File: src/common/loop_density_pkg.sv
// Purpose: shared constants and types for the loop code, density and latched status block
// Assumes: 10 MHz mclk_in, byte-wide parallel control port
// Notes:   status register order is sr1, sr2, rx_info_reg_one, rx_info_reg_two everywhere
package loop_density_pkg;

    localparam int unsigned CLK_HZ          = 10_000_000;
    localparam int unsigned LI_RECOVER_MS   = 40;
    localparam int unsigned LI_RECOVER_CYC  = LI_RECOVER_MS * (CLK_HZ / 1000);

    // parallel port addresses
    localparam logic [7:0] SR1_ADDR  = 8'h20;
    localparam logic [7:0] SR2_ADDR  = 8'h21;
    localparam logic [7:0] RX_INFO_REG_ONE_ADDR = 8'h22;
    localparam logic [7:0] RX_INFO_REG_TWO_ADDR = 8'h31;
    localparam logic [7:0] IRQ_MASK_ONE_ADDR = 8'h7F;
    localparam logic [7:0] IRQ_MASK_TWO_ADDR = 8'h6F;
    localparam logic [7:0] COMMON_CONTROL_THREE_ADDR = 8'h30;

    localparam int STAT_NUM = 4;
    localparam int SR1_IDX  = 0;
    localparam int SR2_IDX  = 1;
    localparam int RX_INFO_REG_ONE_IDX = 2;
    localparam int RX_INFO_REG_TWO_IDX = 3;
    localparam logic [STAT_NUM-1:0][7:0] STAT_ADDR = {RX_INFO_REG_TWO_ADDR, RX_INFO_REG_ONE_ADDR, SR2_ADDR, SR1_ADDR};

    // common_control_three fields
    localparam int LINE_IF_RESET_BIT = 0;
    localparam int TLU_BIT   = 1;
    localparam int TLD_BIT   = 2;
    localparam int PDE_BIT   = 3;

    // rx_info_reg_two fields
    localparam int TX_DENSITY_VIOLATION_BIT = 0;
    localparam int RX_DENSITY_VIOLATION_BIT = 1;

    localparam logic [7:0] COMMON_CONTROL_THREE_RST = 8'h00;
    localparam logic [7:0] IMR_RST  = 8'h00;
    localparam logic [7:0] STAT_RST = 8'h00;

    // loop codes: up is 00001, down is 001; the one sits in the last slot
    localparam logic [2:0] LOOP_UP_LEN   = 3'h5;
    localparam logic [2:0] LOOP_DOWN_LEN = 3'h3;

    // density rules
    localparam int         MAX_ZEROS  = 15;
    localparam int         WIN_N_MAX  = 23;
    localparam int         HIST_LEN   = 8 * (WIN_N_MAX + 1);
    localparam int         TX_FIFO_DEPTH = 16;

    typedef struct packed {
        logic frame;   // bit is a framing bit
        logic data;
    } tx_word_s;

endpackage

File: src/hdl/stream_fifo.sv
// Purpose: small first-in first-out buffer with valid/ready on both sides
// Assumes: DEPTH a power of two, one clock
// Notes:   read data leave through an output register, so one extra word can sit there
`timescale 1ns/10ps
module stream_fifo #(
    parameter int WIDTH = 2,
    parameter int DEPTH = 16
) (
    input  wire logic             mclk_in,
    input  wire logic             rst_b_in,
    input  wire logic [WIDTH-1:0] in_data_in,
    input  wire logic             in_valid_in,
    output logic                  in_ready_out,
    output logic      [WIDTH-1:0] out_data_out,
    output logic                  out_valid_out,
    input  wire logic             out_ready_in
);
    localparam int AW = $clog2(DEPTH);

    if (DEPTH < 2 || (1 << AW) != DEPTH || WIDTH < 1) begin : g_bad
        $error("stream_fifo: DEPTH must be a power of two >= 2 and WIDTH >= 1");
    end

    logic [WIDTH-1:0] mem_reg [DEPTH];
    logic [AW-1:0]    wr_ptr_reg;
    logic [AW-1:0]    rd_ptr_reg;
    logic [AW:0]      count_reg;
    logic [AW:0]      count_next;

    wire push = in_valid_in & in_ready_out;
    wire load = (count_reg != '0) & (~out_valid_out | out_ready_in);

    assign count_next = count_reg + (AW+1)'(push) - (AW+1)'(load);

    always_ff @(posedge mclk_in) begin
        if (push) begin
            mem_reg[wr_ptr_reg] <= in_data_in;
        end
    end

    always_ff @(posedge mclk_in or negedge rst_b_in) begin
        if (!rst_b_in) begin
            wr_ptr_reg    <= '0;
            rd_ptr_reg    <= '0;
            count_reg     <= '0;
            in_ready_out  <= 1'b0;
            out_valid_out <= 1'b0;
            out_data_out  <= '0;
        end else begin
            count_reg    <= count_next;
            // registered full flag: ready drops the cycle the last slot fills
            in_ready_out <= count_next < (AW+1)'(DEPTH);
            if (push) begin
                wr_ptr_reg <= wr_ptr_reg + 1'b1;
            end
            if (load) begin
                rd_ptr_reg    <= rd_ptr_reg + 1'b1;
                out_data_out  <= mem_reg[rd_ptr_reg];
                out_valid_out <= 1'b1;
            end else if (out_ready_in) begin
                out_valid_out <= 1'b0;
            end
        end
    end
endmodule

File: src/hdl/loop_density_status_regs.sv
// Purpose: loop code insertion, pulse density monitor and enforcer, line interface reset,
//          latched status registers with masked interrupt pins
// Assumes: all inputs synchronous to mclk_in; tx_tick_in is a one-cycle line bit enable
// Notes:   the transmit bits pass a 16-word buffer before code insertion and enforcement
`timescale 1ns/10ps
module loop_density_status_regs #(
    parameter int LI_RECOVER_CYCLES = loop_density_pkg::LI_RECOVER_CYC,
    parameter int FIFO_DEPTH        = loop_density_pkg::TX_FIFO_DEPTH
) (
    input  wire logic                       mclk_in,
    input  wire logic                       rst_b_in,
    input  wire logic [7:0]                 addr_in,
    input  wire logic [7:0]                 wdata_in,
    input  wire logic                       wr_in,
    input  wire logic                       rd_in,
    output logic      [7:0]                 rdata_out,
    input  wire logic [7:0]                 sr1_event_in,
    input  wire logic [7:0]                 sr2_event_in,
    input  wire logic [7:0]                 rx_info_reg_one_event_in,
    input  wire logic [5:0]                 rx_info_reg_two_event_in,
    input  wire loop_density_pkg::tx_word_s tx_word_in,
    input  wire logic                       tx_valid_in,
    output logic                            tx_ready_out,
    input  wire logic                       tx_tick_in,
    output logic                            tx_bit_out,
    output logic                            tx_frame_out,
    output logic                            tx_bit_valid_out,
    input  wire logic                       rx_bit_in,
    input  wire logic                       rx_valid_in,
    output logic                            irq_pin_one_out,
    output logic                            irq_pin_two_out,
    output logic                            line_if_reset_out
);
    import loop_density_pkg::*;

    localparam int LIW = $clog2(LI_RECOVER_CYCLES + 1);

    if (LI_RECOVER_CYCLES < 1 || FIFO_DEPTH < 2) begin : g_bad
        $error("loop_density_status_regs: recovery count and buffer depth too small");
    end

    // ---------------- control registers ----------------
    logic [7:0]     common_control_three_reg;
    logic [7:0]     irq_mask_one_reg;
    logic [7:0]     irq_mask_two_reg;
    logic [7:0]     latch_reg [STAT_NUM];
    logic [7:0]     view_reg  [STAT_NUM];
    logic [7:0]     event_w   [STAT_NUM];
    logic [STAT_NUM-1:0] stat_hit_w;

    wire hit_common_control_three = addr_in == COMMON_CONTROL_THREE_ADDR;
    wire hit_irq_mask_one = addr_in == IRQ_MASK_ONE_ADDR;
    wire hit_irq_mask_two = addr_in == IRQ_MASK_TWO_ADDR;

    wire tx_loop_up_ctrl    = common_control_three_reg[TLU_BIT];
    wire tx_loop_down_ctrl  = common_control_three_reg[TLD_BIT];
    wire density_enforce_en = common_control_three_reg[PDE_BIT];
    wire line_if_reset      = common_control_three_reg[LINE_IF_RESET_BIT];

    always_ff @(posedge mclk_in or negedge rst_b_in) begin
        if (!rst_b_in) begin
            common_control_three_reg <= COMMON_CONTROL_THREE_RST;
            irq_mask_one_reg         <= IMR_RST;
            irq_mask_two_reg         <= IMR_RST;
        end else if (wr_in) begin
            if (hit_common_control_three) common_control_three_reg <= wdata_in;
            if (hit_irq_mask_one) irq_mask_one_reg <= wdata_in;
            if (hit_irq_mask_two) irq_mask_two_reg <= wdata_in;
        end
    end

    // ---------------- latched status and information registers ----------------
    logic tx_viol_w;
    logic rx_viol_w;

    assign event_w[SR1_IDX]  = sr1_event_in;
    assign event_w[SR2_IDX]  = sr2_event_in;
    assign event_w[RX_INFO_REG_ONE_IDX] = rx_info_reg_one_event_in;
    assign event_w[RX_INFO_REG_TWO_IDX] = {rx_info_reg_two_event_in, rx_viol_w, tx_viol_w};

    for (genvar i = 0; i < STAT_NUM; i++) begin : g_stat
        assign stat_hit_w[i] = addr_in == STAT_ADDR[i];
        wire [7:0] wmask = (wr_in & stat_hit_w[i]) ? wdata_in : 8'h00;
        always_ff @(posedge mclk_in or negedge rst_b_in) begin
            if (!rst_b_in) begin
                latch_reg[i] <= STAT_RST;
                view_reg[i]  <= STAT_RST;
            end else begin
                // event wins over the clear; a persisting alarm relatches at once
                latch_reg[i] <= (latch_reg[i] & ~wmask) | event_w[i];
                if (wr_in & stat_hit_w[i]) begin
                    view_reg[i] <= (view_reg[i] & ~wmask) | (latch_reg[i] & wmask);
                end else if (rd_in & stat_hit_w[i]) begin
                    view_reg[i] <= 8'h00;
                end
            end
        end
    end

    wire [7:0] rd_stat_w = stat_hit_w[SR1_IDX]  ? view_reg[SR1_IDX]  :
                           stat_hit_w[SR2_IDX]  ? view_reg[SR2_IDX]  :
                           stat_hit_w[RX_INFO_REG_ONE_IDX] ? view_reg[RX_INFO_REG_ONE_IDX] :
                           stat_hit_w[RX_INFO_REG_TWO_IDX] ? view_reg[RX_INFO_REG_TWO_IDX] : 8'h00;
    wire [7:0] rd_data_w = hit_common_control_three ? common_control_three_reg :
                           hit_irq_mask_one ? irq_mask_one_reg :
                           hit_irq_mask_two ? irq_mask_two_reg : rd_stat_w;

    // pending covers bits still latched and bits loaded but not yet read
    wire irq_one_next = |((latch_reg[SR1_IDX] | view_reg[SR1_IDX]) & irq_mask_one_reg);
    wire irq_two_next = |((latch_reg[SR2_IDX] | view_reg[SR2_IDX]) & irq_mask_two_reg);

    always_ff @(posedge mclk_in or negedge rst_b_in) begin
        if (!rst_b_in) begin
            rdata_out       <= 8'h00;
            irq_pin_one_out <= 1'b0;
            irq_pin_two_out <= 1'b0;
        end else begin
            if (rd_in) rdata_out <= rd_data_w;
            irq_pin_one_out <= irq_one_next;
            irq_pin_two_out <= irq_two_next;
        end
    end

    // ---------------- line interface reset ----------------
    logic           line_if_reset_prev_reg;
    logic [LIW-1:0] li_cnt_reg;

    wire li_start = line_if_reset & ~line_if_reset_prev_reg;

    always_ff @(posedge mclk_in or negedge rst_b_in) begin
        if (!rst_b_in) begin
            line_if_reset_prev_reg    <= 1'b0;
            li_cnt_reg        <= '0;
            line_if_reset_out <= 1'b0;
        end else begin
            line_if_reset_prev_reg <= line_if_reset;
            if (li_start) begin
                li_cnt_reg        <= LIW'(LI_RECOVER_CYCLES);
                line_if_reset_out <= 1'b1;
            end else if (li_cnt_reg != '0) begin
                li_cnt_reg        <= li_cnt_reg - 1'b1;
                line_if_reset_out <= li_cnt_reg != LIW'(1);
            end
        end
    end

    // ---------------- transmit path ----------------
    tx_word_s fo_word;
    logic     fo_valid;
    logic     tx_bit_next;
    logic [1:0] need_one_w;
    logic [1:0] viol_w;
    logic [1:0] mon_bit_w;
    logic [1:0] mon_valid_w;
    logic [2:0] pcnt_reg;

    stream_fifo #(
        .WIDTH ($bits(tx_word_s)),
        .DEPTH (FIFO_DEPTH)
    ) u_tx_fifo (
        .mclk_in       (mclk_in),
        .rst_b_in      (rst_b_in),
        .in_data_in    (tx_word_in),
        .in_valid_in   (tx_valid_in),
        .in_ready_out  (tx_ready_out),
        .out_data_out  (fo_word),
        .out_valid_out (fo_valid),
        .out_ready_in  (tx_tick_in)
    );

    wire       take      = tx_tick_in & fo_valid;
    wire       loop_on   = tx_loop_up_ctrl | tx_loop_down_ctrl;
    // both set is illegal; loop-up wins so the pattern stays well formed
    wire [2:0] plen      = tx_loop_up_ctrl ? LOOP_UP_LEN : LOOP_DOWN_LEN;
    wire       code_bit  = pcnt_reg == (plen - 3'h1);
    wire       payload   = loop_on ? code_bit : fo_word.data;
    wire       force_one = density_enforce_en & ~fo_word.frame & need_one_w[0];
    assign     tx_bit_next = fo_word.frame ? fo_word.data : (payload | force_one);

    always_ff @(posedge mclk_in or negedge rst_b_in) begin
        if (!rst_b_in) begin
            pcnt_reg         <= 3'h0;
            tx_bit_out       <= 1'b0;
            tx_frame_out     <= 1'b0;
            tx_bit_valid_out <= 1'b0;
        end else begin
            tx_bit_valid_out <= take;
            if (!loop_on) begin
                pcnt_reg <= 3'h0;
            end else if (take & ~fo_word.frame) begin
                pcnt_reg <= code_bit ? 3'h0 : pcnt_reg + 3'h1;
            end
            if (take) begin
                tx_bit_out   <= tx_bit_next;
                tx_frame_out <= fo_word.frame;
            end
        end
    end

    // ---------------- density monitors: 0 transmit, 1 receive ----------------
    assign mon_bit_w   = {rx_bit_in, tx_bit_next};
    assign mon_valid_w = {rx_valid_in, take};
    assign tx_viol_w   = viol_w[0];
    assign rx_viol_w   = viol_w[1];

    for (genvar s = 0; s < 2; s++) begin : g_mon
        logic [HIST_LEN-1:0]      hist_reg;
        logic [4:0]               zrun_reg;
        logic [7:0]               fill_reg;
        logic [WIN_N_MAX:1][5:0]  cnt_reg;
        logic [WIN_N_MAX:1][5:0]  drop_w;
        logic [WIN_N_MAX:1]       short0_w;
        logic [WIN_N_MAX:1]       short_w;
        wire b = mon_bit_w[s];

        for (genvar n = 1; n <= WIN_N_MAX; n++) begin : g_win
            localparam int W = 8 * (n + 1);
            wire filled = fill_reg >= 8'(W - 1);
            assign drop_w[n]   = cnt_reg[n] - {5'h00, hist_reg[W-1]};
            assign short0_w[n] = filled & (drop_w[n] < 6'(n));
            assign short_w[n]  = filled & ((drop_w[n] + {5'h00, b}) < 6'(n));
        end

        wire zeros_full = zrun_reg >= 5'(MAX_ZEROS);
        assign need_one_w[s] = zeros_full | (|short0_w);
        assign viol_w[s]     = mon_valid_w[s] & ((~b & zeros_full) | (|short_w));

        always_ff @(posedge mclk_in or negedge rst_b_in) begin
            if (!rst_b_in) begin
                hist_reg <= '0;
                zrun_reg <= 5'h00;
                fill_reg <= 8'h00;
                cnt_reg  <= '0;
            end else if (mon_valid_w[s]) begin
                hist_reg <= {hist_reg[HIST_LEN-2:0], b};
                zrun_reg <= b ? 5'h00 : (zrun_reg == 5'h1F ? zrun_reg : zrun_reg + 5'h01);
                if (fill_reg != 8'(HIST_LEN)) fill_reg <= fill_reg + 8'h01;
                for (int k = 1; k <= WIN_N_MAX; k++) begin
                    cnt_reg[k] <= drop_w[k] + {5'h00, b};
                end
            end
        end
    end
endmodule

File: config.mk
export PLATFORM = sky130hd
export DESIGN_NAME = loop_density_status_regs
export DESIGN_NICKNAME = d
export VERILOG_FILES = /design/src/common/loop_density_pkg.sv /design/src/hdl/stream_fifo.sv /design/src/hdl/loop_density_status_regs.sv
export SDC_FILE = /design/constraint.sdc
export NUM_CORES = 2
export LEC_CHECK = 0
export BUFFER_PORTS_ARGS = -buffer_cell sky130_fd_sc_hd__buf_2
export CAP_MARGIN = 0
export CORE_ASPECT_RATIO = 0.8
export CORE_MARGIN = 4
export CORE_UTILIZATION = 40
export CTS_CLUSTER_SIZE = 30
export DETAILED_ROUTE_END_ITERATION = 6
export GPL_TIMING_DRIVEN = 0
export HOLD_SLACK_MARGIN = 0.02
export SYNTH_ARGS = -nofsm -noshare
export SYNTH_HDL_FRONTEND = slang
export SYNTH_SLANG_ARGS = --single-unit
File: constraint.sdc
create_clock -name mclk_in -period 8.9 [get_ports mclk_in]
set_clock_uncertainty 0.15 [all_clocks]
set_input_delay 0.445 -clock mclk_in [delete_from_list [all_inputs] [get_ports mclk_in]]
set_output_delay 0.445 -clock mclk_in [all_outputs]
set_load 0.03 [all_outputs]
==> summary.md <==
| Metric | Value |
|---|---|
| Status | `completed` |
| Post-route ant nets | `0` |
| CTS tree | `built` |
| Average size of a mapped cell | `around 9.7 sq um` |
| XOR/XNOR Fraction of Synth Area | `6.78%` |
| Vias per cell | `5.09` |
| Syn Nets | `5125` |
| Most frequent cells in the layout | `nand2_1, dfrtp_1, inv_1` |
| Initial core utilization | `40.3%` |
| EDFF count, synth | `32` |
| Syn Std Cell Area | `0.0462 sq mm` |
| Worst setup EP type | `register` |
| Full die area | `between 0.1 and 0.15 sq mm` |
| Crit Reg-Reg Endpoint | `latch_reg[0]$_DFF_PN0_` |
| Clk root buf | `clkbuf_16` |
| Max Slew Vio Count | `0` |
| Distinct cells, synth | `95` |
| Utilization after layout | `45.6%` |
| M1 wire length | `~52000 um` |
| Ys Warns | `0` |
| Worst-Skew Late Latency | `between 600 and 700 ps` |
| Routed length on met3 | `5050 um` |
| DRC | `0` |
| Worst-Margin Slew | `1380 ps` |
| Leading area contributor after synthesis | `dfrtp_1` |
| Setup slack, reg-to-reg | `1520 ps` |
| DRT Pass-1 Iters | `5` |
| Largest net degree at the start of global routing | `116` |
| Worst hold stages | `4` |
| Initial antenna violation count | `2` |
| Pwr/cell area | `approximately 290 mW/mm^2` |
| Post-route minimum period | `7380 ps` |
| Worst Hold Path EP | `view_reg[24]$_DFFE_PN0P_` |
| Max clock buf depth | `3` |
| Ports | `71` |
| Post-Synth Simple-Gate Area | `15.3%` |
| Die Span X | `388 um` |
| Top routing layer in use | `met4` |
| Post-Synth Adder-Cell Area | `7.91%` |
| Synth Area in Compound Gates | `11.2%` |
| Class of the most critical setup path | `reg -> reg` |
| Ant diodes | `0` |
| Clock transition at path regs | `60 ps` |
| Hold Slack | `111 ps` |
| Nets | `5338` |
| Max-cap violations | `0` |
| Via count | `33599` |
| Layout cells sized above 1 | `10.7%` |
| Overall Global Routing Usage | `17.2%` |
| WL met2 | `approximately 45000 um` |
| Crit-path max FO | `5` |
| Post-Syn Instances | `4791` |
| H-tree Lvls | `3` |
| Largest family of logic cells by synthesized area | `simple AND/OR/NAND/NOR gates` |
| Post-synthesis register bit count | `859` |
| Reg-to-Reg Start | `g_mon[0].hist_reg[151]$_DFFE_PN0P_` |
| Post-synthesis mux area share | `7.02%` |
| # rows | `111` |
| VDD IR max | `~0.17 mV` |
| Commonest non-fill, non-tap cell in the layout | `nand2_1` |
| Leak Pwr | `around 25 nW` |
| Final Hold Fails | `0` |
| TritonCTS Sinks | `859` |
| Max FFs per register | `384` |
| GPL Wtd Cong | `0.870` |
| RSZ-0062 raised after global routing | `false` |
| Required time of the worst setup path | `9280 ps` |
| Ys flop type | `dfrtp_1` |
| Die H | `roughly 310 um` |
| WL per Instance | `between 15 and 20 um` |
| Inserted Clock Buffers | `91` |
| Min-Delay Path Class | `in -> reg` |
| Total wire length | `around 100000 um` |
| Number of global-route vias before repair | `about 33000` |
| Port Buf Inserts | `68` |
| Hold_sp | `wdata_in[0]` |
| Post-DP HPWL | `72800 um` |
| Gr ovfl total | `0` |
| Synth-to-Final Area Change | `13.2%` |
| Fmax | `~140 MHz` |
| First-pass GRT wire length | `172000 um` |
| Initial drt markers | `2223` |
| R2R depth | `21` |
| Final Cycle Share | `82.9%` |
| Synth top area share | `between 40% and 50%` |
| Worst setup SP type | `register` |
| Synth top area cells | `dfrtp_1, nand2_1, ha_1, mux2_2, xnor2_1` |
| Fraction of registers with async set/reset | `96.3%` |
| Seq/Total Area, Yosys | `a little under half` |
| WP data arrival | `7760 ps` |
| Slew margin rel. | `under 10%` |
| Core footprint | `0.115 sq mm` |
| Setup Viol. Count Final | `0` |
## synthesized netlist by cell type, types with 12 or more instances
master,instances
nand2_1,985
dfrtp_1,827
inv_1,368
o21ai_0,289
ha_1,254
mux2_2,245
xnor2_1,235
clkbuf_1,192
nor2_1,185
a21oi_1,175
xor2_1,123
a21o_1,78
nor2b_1,63
nand2b_1,53
nor3_1,48
a31oi_1,43
nand3_1,42
o22ai_1,36
edfxtp_1,32
nor4_1,29
a22o_1,27
mux2i_1,26
and2_1,25
fa_1,24
nand4_1,23
and3_1,21
o21bai_1,21
buf_1,17
nand3b_1,16
buf_2,14
o211ai_1,14
or3_1,14
nand4b_1,13
nor3b_1,13
a211oi_1,12
## stage by stage
step / setup slack [ps] / instances / area, sq um / total power, mW / setup TNS [ps]
floorplan: 2440 / 4791 / 46200 / 9.83 / 0
finish: 1520 / 6607 / 52300 / 15.3 / 0
global route: 1290 / 6607 / 52300 / 16.5 / 0
detailed placement: 1530 / 6399 / 48700 / 11.3 / 0
global placement: -11410 / 6384 / 48500 / 11.1 / -9299950
CTS: 1480 / 6607 / 52300 / 15.5 / 0
## worst max path at each step
| stage | start | end | slack (ps) |
|---|---|---|---|
| global route | g_mon[0].hist_reg[151]$_DFFE_PN0P_ | latch_reg[0]$_DFF_PN0_ | 1290 |
| finish | g_mon[0].hist_reg[151]$_DFFE_PN0P_ | latch_reg[0]$_DFF_PN0_ | 1520 |
| floorplan | g_mon[0].hist_reg[151]$_DFFE_PN0P_ | latch_reg[0]$_DFF_PN0_ | 2440 |
| detailed placement | g_mon[0].hist_reg[151]$_DFFE_PN0P_ | latch_reg[0]$_DFF_PN0_ | 1530 |
| CTS | g_mon[0].hist_reg[151]$_DFFE_PN0P_ | latch_reg[0]$_DFF_PN0_ | 1480 |
| global placement | rst_b_in | li_cnt_reg[17]$_DFFE_PN0P_ | -11410 |
## worst max-delay path, cell delays in order, from the launching register on
cell and delay [ps]:
dfrtp_1 400, ha_1 230, ha_1 350, inv_1 90, o311a_1 340, o211a_1 210, a2111oi_0 590, or4_4 280
nor4_2 40, a222oi_1 830, buf_2 340, buf_2 220, buf_4 180, ha_1 170, ha_1 230, xor2_1 260
xnor2_1 160, o21ai_0 120, or4_1 430, o311ai_0 1050, a211oi_1 90, a41oi_1 450
## power by group
group	leakage (nW)	total [mW]	switching [mW]	internal [mW]
Clock	1.58	4.09	1.69	2.40
Combinational	12.5	6.02	3.41	2.61
Sequential	10.9	5.20	0.496	4.71
Total	25.0	15.3	5.60	9.71
## cell type report
cell class | count | area [sq um]
clock buffer | 126 | 2620
buffer | 224 | 862
multi-input combinational | 3337 | 22300
timing repair buffer | 120 | 958
sequential | 859 | 21700
tap | 1525 | 1910
clock inverter | 45 | 614
inverter | 371 | 1390
fill | 10886 | 62400
## cells by family after synthesis
| family | count (synthesis) |
|---|---|
| compound gates | 834 |
| xor+xnor | 358 |
| fa+ha+maj | 278 |
| buf+inv | 595 |
| flops | 859 |
| mux | 281 |
| simple gates | 1586 |
## per-layer routing
layer  GRT usage (%)  vias up
met1            25.7    16237
li1                -    16606
met5               0        -
met3            2.93      156
met2            26.0      600
met4            4.01        0
## what timing repair did
item	in CTS	in global routing
endpoints found under the hold margin	161	0
hold buffers	37	0
setup buffers	0	0
resized for setup	0	0
Note: power is estimated with default switching activity, not from simulation.
